<file path="config.mk">
export PLATFORM = sky130hd
export DESIGN_NAME = efp_top
export DESIGN_NICKNAME = d
export VERILOG_FILES = /design/src/verilog/efp_pkg.sv /design/src/verilog/efp_stage.sv /design/src/verilog/efp_top.sv
export SDC_FILE = /design/constraint.sdc
export NUM_CORES = 2
export LEC_CHECK = 0
export BUFFER_PORTS_ARGS = -buffer_cell sky130_fd_sc_hd__buf_2
export CAP_MARGIN = 20
export CORE_MARGIN = 8
export CORE_UTILIZATION = 63
export DETAILED_ROUTE_END_ITERATION = 12
export PLACE_DENSITY = 0.87
export SETUP_SLACK_MARGIN = 0.1
export SLEW_MARGIN = 10
export SYNTH_ARGS = -nofsm -noshare
export SYNTH_HDL_FRONTEND = slang
export SYNTH_SLANG_ARGS = --single-unit
</file>
<file path="constraint.sdc">
create_clock -name I_CORE_CLK -period 11.35 [get_ports I_CORE_CLK]
set_input_delay 1.7025 -clock I_CORE_CLK [delete_from_list [all_inputs] [get_ports I_CORE_CLK]]
set_output_delay 1.7025 -clock I_CORE_CLK [all_outputs]
set_load 0.1 [all_outputs]
</file>
<file path="src/verilog/efp_pkg.sv">
// Package: constants for the Ethernet FIFO partition block
package efp_pkg;
  // ----------------------------------------
  // Buffer geometry
  // ----------------------------------------
  localparam int unsigned EFP_TOTAL_BYTES = 16384;
  localparam int unsigned EFP_TX_STS_BYTES = 512;
  localparam int unsigned EFP_TX_STS_WORDS = 128;
  localparam int unsigned EFP_KB_BYTES = 1024;
  localparam int unsigned EFP_RX_STS_DIV = 16;
  localparam int unsigned EFP_RX_FULL_MARGIN_DW = 4;
  localparam int unsigned EFP_TX_STAGE_BYTES = 2048;
  localparam int unsigned EFP_RX_STAGE_BYTES = 128;
  localparam int unsigned EFP_DW_BYTES = 4;
  localparam logic [3:0] EFP_ALLOC_MIN = 4'h2;
  localparam logic [3:0] EFP_ALLOC_MAX = 4'he;
  localparam logic [3:0] EFP_ALLOC_RESET = 4'h5;
  // ----------------------------------------
  // Register map
  // ----------------------------------------
  localparam logic [11:0] EFP_HW_CONFIG_ADDR = 12'h074;
  localparam logic [11:0] EFP_RX_DATAPATH_ADDR = 12'h078;
  localparam logic [11:0] EFP_RX_FIFO_OCC_ADDR = 12'h07c;
  localparam logic [11:0] EFP_RX_DROP_ADDR = 12'h0a0;
  localparam logic [11:0] EFP_ALLOC_INFO_ADDR = 12'h0a4;
  localparam int unsigned EFP_SKIP_BIT = 31;
  localparam int unsigned EFP_ALLOC_LSB = 16;
  localparam int unsigned EFP_STS_LSB = 16;
endpackage

</file>
<file path="src/verilog/efp_stage.sv">
// Staging buffer occupancy tracker on the MAC side
`timescale 1ns/1ps
module efp_stage
  import efp_pkg::*;
#(
  parameter int unsigned DEPTH_BYTES = 128
)
(
  input wire logic i_clk,
  input wire logic i_rst_b,
  input wire logic i_push,
  input wire logic [15:0] i_push_bytes,
  input wire logic i_pop,
  input wire logic [15:0] i_pop_bytes,
  output logic [15:0] o_level,
  output logic o_room
);
  initial
  begin
    if (DEPTH_BYTES == 0 || DEPTH_BYTES > 65535)
      $error("efp_stage: bad depth");
  end

  typedef struct packed {
    logic [15:0] level;
  } efp_stage_t;

  efp_stage_t st;
  efp_stage_t next_st;

  always_comb
  begin
    next_st = st;
    if (i_push)
      next_st.level = next_st.level + i_push_bytes;
    if (i_pop)
      next_st.level = next_st.level - i_pop_bytes;
  end

  always_ff @(posedge i_clk or negedge i_rst_b)
  begin
    if (!i_rst_b)
      st <= '0;
    else
      st <= next_st;
  end

  assign o_level = st.level;
  assign o_room = (32'(st.level) < DEPTH_BYTES);
endmodule // efp_stage

</file>
<file path="src/verilog/efp_top.sv">
// Ethernet FIFO partition: allocation split, staging, skip and occupancy
//
// Implementation choice: the APB interface to the registers.
`timescale 1ns/1ps
// Function
// - Fixed 512-byte transmit status FIFO
// - Transmit data size is allocation minus status
// - Commands and payload share transmit data space
// - Receive gets buffer minus transmit allocation
// - Receive status is one sixteenth
// - Setting N gives N kilobytes transmit
// - Receive data full four DWORDs early
// - Fixed 2K and 128 byte staging buffers
// - Refill transmit staging from transmit data FIFO
// - Receive data passes through staging buffer
// - Overrun drops frames, counts each one
// - Staging levels hidden from host
// - Skip bit advances to next frame
// - Status word usage in bits 23-16
// - Data byte usage in bits 15-0
module efp_top
  import efp_pkg::*;
#(
  parameter int unsigned FRAME_DEPTH = 64
)
(
  input wire logic I_CORE_CLK,
  input wire logic I_RST_B,
  input wire logic [11:0] I_PADDR,
  input wire logic I_PSEL,
  input wire logic I_PENABLE,
  input wire logic I_PWRITE,
  input wire logic [31:0] I_PWDATA,
  input wire logic [3:0] I_PSTRB,
  output logic [31:0] O_PRDATA,
  output logic O_PREADY,
  output logic O_PSLVERR,
  input wire logic I_RX_WORD_VALID,
  input wire logic I_RX_FRAME_END,
  input wire logic [15:0] I_RX_FRAME_LEN,
  input wire logic I_RX_DATA_READ,
  input wire logic I_RX_STS_READ,
  input wire logic I_TX_WORD_VALID,
  input wire logic I_MAC_TX_TAKE,
  output logic O_TX_STAGE_LOAD,
  output logic O_RX_DATA_FULL,
  output logic O_RX_DROPPING
);
  initial
  begin
    if (FRAME_DEPTH < 2 || FRAME_DEPTH > 256)
      $error("efp_top: bad frame depth");
  end

  // ----------------------------------------
  // Partition arithmetic
  // ----------------------------------------
  function automatic logic [15:0] tx_total(input logic [3:0] n);
    tx_total = 16'(32'(n) * EFP_KB_BYTES);
  endfunction

  function automatic logic [15:0] rx_total(input logic [3:0] n);
    rx_total = 16'(EFP_TOTAL_BYTES - 32'(tx_total(n)));
  endfunction

  function automatic logic [15:0] rx_data_size(input logic [3:0] n);
    rx_data_size = rx_total(n) - 16'(32'(rx_total(n)) / EFP_RX_STS_DIV);
  endfunction

  localparam int unsigned FW = $clog2(FRAME_DEPTH);

  typedef struct packed {
    logic [3:0] alloc;
    logic skip;
    logic [15:0] data_used;
    logic [7:0] sts_used;
    logic [31:0] drop_cnt;
    logic dropping;
    logic [15:0] cur_len;
    logic [15:0] head_left;
    logic [FW:0] frames;
    logic [15:0] tx_data_used;
    logic tx_load;
    logic [31:0] prdata;
    logic pready;
    logic pslverr;
    logic data_full;
  } efp_top_t;

  efp_top_t st;
  efp_top_t next_st;

  // Frame lengths in DWORD-rounded bytes, oldest first
  logic [15:0] len_q [FRAME_DEPTH];
  logic [FW-1:0] wr_ptr;
  logic [FW-1:0] rd_ptr;

  logic [15:0] rx_stage_level;
  logic rx_stage_room;
  logic [15:0] tx_stage_level;
  logic tx_stage_room;
  logic rx_full;
  logic rx_move;
  logic rx_frame_done;
  logic [15:0] rnd_len;
  logic acc;
  logic wr;
  logic rd_word;
  logic skip_done;

  assign rx_full = (32'(st.data_used) + EFP_RX_FULL_MARGIN_DW * EFP_DW_BYTES)
    >= 32'(rx_data_size(st.alloc));
  assign rx_move = (rx_stage_level >= 16'(EFP_DW_BYTES)) && !rx_full;
  assign rnd_len = (I_RX_FRAME_LEN + 16'h0003) & 16'hfffc;
  assign rx_frame_done = I_RX_FRAME_END && !st.dropping
    && (32'(st.frames) < FRAME_DEPTH);
  assign acc = I_PSEL && I_PENABLE && !st.pready;
  assign wr = acc && I_PWRITE;
  assign rd_word = I_RX_DATA_READ && !st.skip && (st.data_used >= 16'(EFP_DW_BYTES));
  assign skip_done = st.skip;

  // ----------------------------------------
  // Staging buffers
  // ----------------------------------------
  efp_stage #(.DEPTH_BYTES(EFP_RX_STAGE_BYTES)) u_rx_stage (
    .i_clk(I_CORE_CLK),
    .i_rst_b(I_RST_B),
    .i_push(I_RX_WORD_VALID && !st.dropping && rx_stage_room),
    .i_push_bytes(16'(EFP_DW_BYTES)),
    .i_pop(rx_move),
    .i_pop_bytes(16'(EFP_DW_BYTES)),
    .o_level(rx_stage_level),
    .o_room(rx_stage_room)
  );

  efp_stage #(.DEPTH_BYTES(EFP_TX_STAGE_BYTES)) u_tx_stage (
    .i_clk(I_CORE_CLK),
    .i_rst_b(I_RST_B),
    .i_push(next_st.tx_load),
    .i_push_bytes(16'(EFP_DW_BYTES)),
    .i_pop(I_MAC_TX_TAKE && tx_stage_level != 16'h0000),
    .i_pop_bytes(16'(EFP_DW_BYTES)),
    .o_level(tx_stage_level),
    .o_room(tx_stage_room)
  );

  // ----------------------------------------
  // Next state
  // ----------------------------------------
  always_comb
  begin
    next_st = st;
    next_st.pready = acc;
    next_st.pslverr = 1'b0;
    // Transmit data FIFO holds commands and payload alike
    if (I_TX_WORD_VALID && 32'(st.tx_data_used) + EFP_DW_BYTES
        <= 32'(tx_total(st.alloc)) - EFP_TX_STS_BYTES)
      next_st.tx_data_used = next_st.tx_data_used + 16'(EFP_DW_BYTES);
    next_st.tx_load = tx_stage_room && (st.tx_data_used >= 16'(EFP_DW_BYTES));
    if (next_st.tx_load)
      next_st.tx_data_used = next_st.tx_data_used - 16'(EFP_DW_BYTES);
    // Receive frame accounting
    if (I_RX_WORD_VALID && !rx_stage_room && !st.dropping)
      next_st.dropping = 1'b1;
    if (I_RX_FRAME_END && st.dropping)
      next_st.drop_cnt = st.drop_cnt + 32'h0000_0001;
    if (st.dropping && !rx_full && I_RX_FRAME_END)
      next_st.dropping = 1'b0;
    if (rx_frame_done)
    begin
      next_st.frames = st.frames + 1'b1;
      if (st.sts_used != 8'hff)
        next_st.sts_used = st.sts_used + 8'h01;
    end
    if (rx_move)
      next_st.data_used = next_st.data_used + 16'(EFP_DW_BYTES);
    if (I_RX_STS_READ && st.sts_used != 8'h00 && !rx_frame_done)
      next_st.sts_used = st.sts_used - 8'h01;
    // Head frame consumption by reads or skip
    if (st.frames != '0 && st.head_left == 16'h0000)
      next_st.head_left = len_q[rd_ptr];
    if (rd_word)
    begin
      next_st.data_used = next_st.data_used - 16'(EFP_DW_BYTES);
      if (st.head_left > 16'(EFP_DW_BYTES))
        next_st.head_left = st.head_left - 16'(EFP_DW_BYTES);
      else
      begin
        next_st.head_left = 16'h0000;
        next_st.frames = next_st.frames - 1'b1;
      end
    end
    if (skip_done)
    begin
      next_st.skip = 1'b0;
      if (st.frames != '0)
      begin
        next_st.data_used = next_st.data_used
          - ((st.head_left != 16'h0000) ? st.head_left : len_q[rd_ptr]);
        next_st.head_left = 16'h0000;
        next_st.frames = next_st.frames - 1'b1;
      end
    end
    // Register writes
    if (wr && I_PADDR == EFP_RX_DATAPATH_ADDR && I_PSTRB[3] && I_PWDATA[EFP_SKIP_BIT])
      next_st.skip = 1'b1;
    if (wr && I_PADDR == EFP_HW_CONFIG_ADDR && I_PSTRB[2])
      next_st.alloc = I_PWDATA[EFP_ALLOC_LSB +: 4];
    // Register reads; staging levels are never exposed
    if (acc && !I_PWRITE)
    begin
      unique case (I_PADDR)
        EFP_HW_CONFIG_ADDR: next_st.prdata = {12'h000, st.alloc, 16'h0000};
        EFP_RX_DATAPATH_ADDR: next_st.prdata = {st.skip, 31'h0000_0000};
        EFP_RX_FIFO_OCC_ADDR: next_st.prdata = {8'h00, st.sts_used, st.data_used};
        EFP_RX_DROP_ADDR: next_st.prdata = st.drop_cnt;
        EFP_ALLOC_INFO_ADDR: next_st.prdata = {rx_data_size(st.alloc),
          16'(32'(tx_total(st.alloc)) - EFP_TX_STS_BYTES)};
        default:
        begin
          next_st.prdata = 32'h0000_0000;
          next_st.pslverr = 1'b1;
        end
      endcase
    end
    else if (acc)
      next_st.pslverr = !(I_PADDR == EFP_HW_CONFIG_ADDR || I_PADDR == EFP_RX_DATAPATH_ADDR
        || I_PADDR == EFP_RX_FIFO_OCC_ADDR || I_PADDR == EFP_RX_DROP_ADDR
        || I_PADDR == EFP_ALLOC_INFO_ADDR);
    // Full flag registered so the pin never shows an adder glitch
    next_st.data_full = (32'(next_st.data_used) + EFP_RX_FULL_MARGIN_DW * EFP_DW_BYTES)
      >= 32'(rx_data_size(next_st.alloc));
  end

  // ----------------------------------------
  // State registers
  // ----------------------------------------
  always_ff @(posedge I_CORE_CLK or negedge I_RST_B)
  begin
    if (!I_RST_B)
    begin
      st <= '0;
      st.alloc <= EFP_ALLOC_RESET;
      wr_ptr <= '0;
      rd_ptr <= '0;
    end
    else
    begin
      st <= next_st;
      if (rx_frame_done)
        wr_ptr <= FW'((32'(wr_ptr) + 1) % FRAME_DEPTH);
      if (st.frames != '0 && next_st.frames < st.frames + (rx_frame_done ? 1 : 0))
        rd_ptr <= FW'((32'(rd_ptr) + 1) % FRAME_DEPTH);
    end
  end

  // Length queue has no reset; only entries below the frame count are read
  always_ff @(posedge I_CORE_CLK)
  begin
    if (rx_frame_done)
      len_q[wr_ptr] <= rnd_len;
  end

  assign O_PRDATA = st.prdata;
  assign O_PREADY = st.pready;
  assign O_PSLVERR = st.pslverr;
  assign O_TX_STAGE_LOAD = st.tx_load;
  assign O_RX_DATA_FULL = st.data_full;
  assign O_RX_DROPPING = st.dropping;

  // ----------------------------------------
  // Checks
  // ----------------------------------------
  skip_clears_a: assert property (@(posedge I_CORE_CLK) disable iff (!I_RST_B)
    st.skip |=> !st.skip)
    else $error("skip bit did not self-clear");

  drop_count_a: assert property (@(posedge I_CORE_CLK) disable iff (!I_RST_B)
    (st.dropping && I_RX_FRAME_END) |=> st.drop_cnt == $past(st.drop_cnt) + 32'h1)
    else $error("dropped frame not counted");

  tx_limit_a: assert property (@(posedge I_CORE_CLK) disable iff (!I_RST_B)
    32'(st.tx_data_used) <= 32'(tx_total(st.alloc)) - EFP_TX_STS_BYTES)
    else $error("transmit data over allocation");

  no_move_full_a: assert property (@(posedge I_CORE_CLK) disable iff (!I_RST_B)
    rx_full |-> !rx_move)
    else $error("moved into full receive FIFO");

  skip_set_a: assert property (@(posedge I_CORE_CLK) disable iff (!I_RST_B)
    (wr && I_PADDR == EFP_RX_DATAPATH_ADDR && I_PSTRB[3] && I_PWDATA[31]) |=> st.skip)
    else $error("skip write did not set the bit");

  data_move_a: assert property (@(posedge I_CORE_CLK) disable iff (!I_RST_B)
    (rx_move && !rd_word && !skip_done) |=> st.data_used == $past(st.data_used) + 16'h0004)
    else $error("moved word not counted");

  drop_block_a: assert property (@(posedge I_CORE_CLK) disable iff (!I_RST_B)
    (st.dropping && !rx_move) |=> rx_stage_level == $past(rx_stage_level))
    else $error("word kept while dropping");

  sts_read_a: assert property (@(posedge I_CORE_CLK) disable iff (!I_RST_B)
    (I_RX_STS_READ && st.sts_used != 8'h00 && !rx_frame_done)
    |=> st.sts_used == $past(st.sts_used) - 8'h01)
    else $error("status read not counted");

  // Margin keeps room for the staging drain in flight
  full_pin_a: assert property (@(posedge I_CORE_CLK) disable iff (!I_RST_B)
    O_RX_DATA_FULL == rx_full)
    else $error("full pin disagrees with full state");
endmodule // efp_top
</file>
# After elaboration in Yosys (flattened, before gate mapping)
# Memory sizes are Yosys's and may differ from the RTL's.
# Cells that the tools add are included.
[totals]
reg_bits = 181
ramBits = 896
out_inout_bits = 37
memories = 1
[classes]
n_addsub = 28
n_lt_le_gt_ge = 11
eq_ne = 6
mux = 32
n_reduce_logical = 50
[mem_list]
columns = ["name", "depth", "word_bits", "read_ports", "rd_ports_with_merged_regs", "write_ports", "line_no", "source"]
rows = [
  ["len_q", 64, 14, 1, 0, 1, "efp_top.sv:94", "logic [15:0] len_q [FRAME_DEPTH];"],
]
[op_table]
columns = ["cell", "n"]
rows = [
  ["16-bit two-way mux", 13],
  ["32-bit case mux with 5 select lines", 1],
  ["16-bit by 3-bit subtractor with 16-bit output (second input constant)", 5],
  ["23-bit two-way mux", 3],
  ["16-bit by 3-bit adder with 16-bit output (second input constant)", 4],
  ["16-bit by 3-bit greater-or-equal comparator with 1-bit output (second input constant)", 3],
  ["12-bit by 7-bit equality test with 1-bit output (second input constant)", 3],
  ["16-bit by 5-bit adder with 17-bit output (second input constant)", 2],
  ["17-bit by 16-bit greater-or-equal comparator with 1-bit output", 2],
  ["32-bit by 1-bit adder with 32-bit output (second input constant)", 1],
  ["17-bit by 32-bit <= comparator with 1-bit output", 1],
  ["16-bit nonzero test", 2],
  ["15-bit by 14-bit subtractor with 16-bit output (first input constant)", 2],
  ["16-bit by 12-bit subtractor with 16-bit output", 2],
  ["1-bit logical AND", 28],
  ["12-bit by 8-bit equality test with 1-bit output (second input constant)", 2],
  ["8-bit two-way mux", 3],
  ["16-bit by 3-bit adder with 17-bit output (second input constant)", 1],
  ["16-bit by 2-bit adder with 16-bit output (second input constant)", 1],
  ["16-bit by 3-bit greater-than comparator with 1-bit output (second input constant)", 1],
  ["16-bit logical NOT", 1],
  ["16-bit by 12-bit less-than comparator with 1-bit output (second input constant)", 1],
  ["16-bit by 8-bit less-than comparator with 1-bit output (second input constant)", 1],
  ["16-bit subtractor", 1],
  ["other kinds (20)", 43],
]

# Logic depth before layout (Yosys ltp)
[logic_depth]
word_depth = 13
mapped_depth = 46
mapped_depth_nobuf = 43

# Cells and area by module
# A second synthesis with hierarchy kept.
[hier_totals]
hier_cells = 3344
area_unflattened_um2 = 50707.4
[by_module_without_submodules]
columns = ["mod", "instances", "cells_per_inst", "area_each_um2", "seq_area_each_um2"]
rows = [
  ["efp_top", 1, 2758, 45944.1, 30586.8],
  ["efp_stage (u_rx_stage)", 1, 311, 2451.1, 400.4],
  ["efp_stage (u_tx_stage)", 1, 275, 2312.2, 400.4],
]

# Worst setup path after synthesis
# Ideal clock, no wire load.
[synth_path]
path_type = "register -> register"
startpoint = "reg rd_ptr[0]"
endpoint = "reg st (netlist bit O_RX_DATA_FULL)"
setup_time_ps = 76
arrival_time_ps = 8354
required_time_ps = 11274
path_slack_ps = 2920
stages_incl_launch_ff = 33
path_buffers = 7
synth_period_minus_slack_ps = 8430
path_cell_list = "dfrtp_1 > buf_2 > buf_2 > buf_2 > buf_1 > clkbuf_1 > buf_1 > buf_1 > mux4_2 > mux4_2 > mux4_2 > mux2i_1 > ha_1 > nor2b_1 > o21ai_0 > a21boi_0 > o21ai_0 > a21boi_0 > nand2_1 > mux2_2 > a311oi_1 > xnor2_1 > mux2i_1 > or3b_4 > nand3b_1 > xnor2_1 > ha_1 > and4_1 > nand3_1 > nor4_1 > nor4b_1 > a211oi_1 > o21ai_1"
[synth_lines]
columns = ["element", "line_no", "source"]
rows = [
  ["start: declaration", "efp_top.sv:96", "logic [FW-1:0] rd_ptr;"],
  ["start signal: assignment", "efp_top.sv:253", "rd_ptr <= FW'((32'(rd_ptr) + 1) % FRAME_DEPTH);"],
  ["end signal: assignment", "efp_top.sv:249", "st <= next_st;"],
  ["end: declaration", "efp_top.sv:90", "efp_top_t st;"],
]

==> flow_summary.yaml <==
sta:
  setup_viol: 0
  fin_crit_sh_pct: 89.0
  finalWorstSetupSlack_ns: 1.25
  max_clock_freq_mhz: 99.0
  slew_violations: 0
  tns_ns: 0
  fin_crit_ns: 10.10
  slew_headroom_pct: 13.8
  fin_worst_skew_ns: 0.0449
  rsz0062_at_grt: "no"
  final_hold_viol_count: 0
  worst_slew_pin_slew_ns: 1.29
die:
  die_h_um: 291
  io_pins: 112
  die_area_um2: 84500
  std_cell_rows: 100
  core_um2: 74600
  initial_core_util_pct: 63.8
  die_x_um: 291
worst_setup_path:
  crit_top_cell: "ha_1"
  cpMaxStageDelayCell: "and3_1"
  criticalPathCategory: "register to register"
  critPathArrivalTime_ns: 10.69
  max_stage_delay_ns: 0.82
  r2r-end: "O_RX_DATA_FULL"
  critPathRequiredTime_ns: 11.94
  timing.critical_path.from: "st[149]"
  reg2regPathDepth: 39
  end_kind: "register"
  worstSetupEndpoint: "O_RX_DATA_FULL"
  reg2reg_setup_slack_ns: 1.25
  startpoint_type: "register"
  reg2reg_from: "st[149]"
  cp_max_fo: 19
finish:
  ff_latch_area_um2: 31300
  instances_no_fill: 4053
  fin_area_um2: 52600
  drive_gt1_share_pct: 21.9
  nNetsFinal: 3161
  area_delta_synth_final_pct: 10.6
  nFillCells: 4310
  multi_input_area_um2: 15500
clocking:
  clock-sinks: 1071
  cts_buffers: 101
  root_buffer: "clkbuf_16"
  post_cts_buffers: 0
  worstSkewPairLatency_ns: 0.70
  cts_tree: "done"
  cts_buffer_depth: 3
  cts_resized: 0
  postCtsHoldBufs: 0
  clk_pin_slew_ns: 0.06
  cts_max_level: 3
logic_synthesis:
  yosys.area.top_type: "edfxtp_1"
  synthFlopType: "edfxtp_1"
  ys_types: 87
  syn-cell-area_um2: 47500
  synthCells: 2931
  yosys-top-cells-area: "edfxtp_1 (57%), mux4_2 (13%), dfrtp_1 (9.1%)"
  synth-edff-count: 896
  ys_async_sr_fraction_pct: 16.3
  yosysTopAreaCellShare_pct: 56.6
  ys_ff_latch: 1071
  synth_nets: 3095
  synth_area_per_cell_um2: 16.2
  yosysSeqAreaShare_pct: 65.8
  yosys_warnings: 0
global_route:
  grt_usage_pct: 29.4
  antenna_found_initial: 6
  grt_pass1_vias: 28897
  grt_pass1_wl_mm: 186
  grt_max_degree: 118
  grt-ovfl-total: 0
route:
  wl_met2_mm: 63.0
  wl_mm: 127
  routedWlPerCell_um: 31.4
  routed-via-count: 28448
  drc: 0
  routed_via_density: 7.02
  dr.pass1.iters: 7
  wl_met1_mm: 42.1
  highest_layer: "met5"
  first_iter_violations: 3940
  ant_nets: 0
  dr_wl_met3_mm: 14.2
placement:
  numPortBuffers: 82
  hpwl_mm: 70.5
  pre_cts_ws_ns: 1.42
  gp_congestion: 0.947
  dp.cells: 3850
  postPlaceCellArea_um2: 49100
power:
  p_per_area_nw_per_um2: 237
  peakVddDrop_mv: 0.174
  p_leak_nw: 18.1
flow_run:
  maxCapViolations: 0
worst_hold_path:
  hp-class: "register to register"
  min_from: "u_tx_stage.o_level[15]"
outcome:
  status: "completed"
[routing by layer]
layer	vias up	global-route usage (%)
met5	-	0.290
met4	4	16.7
met3	556	7.67
met2	2204	49.4
met1	14150	34.3
li1	11534	-
[registers in the layout, summed over array words and instances, names as in the netlist, 6 cells and up]
| name | flops |
|---|---|
| u_tx_stage.o_level | 14 |
| st | 97 |
| u_rx_stage.o_level | 14 |
| wr_ptr | 6 |
| O_PRDATA | 32 |
| rd_ptr | 6 |
| len_q | 896 |
[layout make-up]
| type | instances | area share, % |
|---|---|---|
| Antenna cell | 2 | 0.00952 |
| Clock buffer | 128 | 5.20 |
| Clock inverter | 60 | 1.02 |
| Inverter | 71 | 0.509 |
| Multi-Input combinational cell | 1608 | 29.5 |
| Sequential cell | 1071 | 59.5 |
| Tap cell | 969 | 2.31 |
| Timing Repair Buffer | 144 | 1.96 |
[worst max-delay path: cells and delay by family, from the launching register on]
| family | cells | cell delay, ns |
|---|---|---|
| simple gates | 17 | 4.01 |
| compound gates | 10 | 2.84 |
| fa+ha+maj | 6 | 1.51 |
| mux | 2 | 0.49 |
| flops | 1 | 0.46 |
| xor+xnor | 2 | 0.35 |
| buf+inv | 2 | 0.34 |
[stage by stage]
step                hold WS [ns]  utilization (%)  power [mW]
global placement           0.448             65.8        8.73
global route               0.482             70.5        12.9
floorplan                  0.434                -        7.77
detailed placement         0.458             65.8        8.92
CTS                        0.470             70.2        12.4
finish                     0.467             70.5        12.5
[cell usage after synthesis, types with 32 or more instances]
library cell / n
and3_1: 39
inv_1: 68
buf_4: 32
mux4_2: 276
nor3_1: 39
xor2_1: 81
nand3_1: 65
dfrtp_1: 173
clkbuf_1: 116
o21ai_0: 55
nand2_1: 159
xnor2_1: 134
nand4_1: 39
edfxtp_1: 896
a21oi_1: 68
mux2i_1: 36
nor2_1: 202
ha_1: 87
[report_power, final]
group | internal, mW | switching (mW)
Combinational | 1.81 | 2.34
Sequential | 4.49 | 0.440
Clock | 1.87 | 1.51
[how the worst min path moves through the flow]
stage                                         to  depth (start not counted)
after global placement              O_PRDATA[25]                          2
after CTS                 u_rx_stage.o_level[11]                          1
final                     u_tx_stage.o_level[15]                          1
after floorplan           u_tx_stage.o_level[14]                          1
after detailed placement  u_rx_stage.o_level[11]                          1
after global routing      u_tx_stage.o_level[14]                          1
[cells in the final DEF, fill, tap and decap left out, drive strengths merged, types with 7 or more instances in the layout]
cell / instances
inv: 68
o211ai: 7
xnor2: 134
nand3: 66
and4: 12
or2: 7
dfrtp: 173
or3: 10
clkinv: 51
nand2b: 13
bufinv: 7
a21o: 10
ha: 87
nor2: 202
nor2b: 19
o21ai: 60
a221oi: 14
buf: 144
and2: 24
mux2i: 37
a31oi: 14
and3: 39
nand2: 159
mux4: 276
nand4: 39
mux2: 12
nor3: 39
a22oi: 8
clkbuf: 128
edfxtp: 896
nor3b: 10
a211oi: 21
a311oi: 11
nand3b: 12
xor2: 82
a2111oi: 7
nor4: 22
a21oi: 69
nor4b: 8
[kinds of logic (layout without fill, tap and decap cells)]
kind of cell             after synthesis  in the layout  synth area share, %
AO/OA/AOI/OAI                        274            274                 3.87
XOR/XNOR                             216            216                 4.02
adder cells (fa/ha/maj)               89             89                 2.37
buffers and inverters                252            403                 2.29
flip-flops                          1071           1071                 65.8
multiplexers                         325            325                 14.2
other                                  0              2                    0
AND/OR/NAND/NOR                      704            704                 7.47
Power figures use the tool's default switching activity.
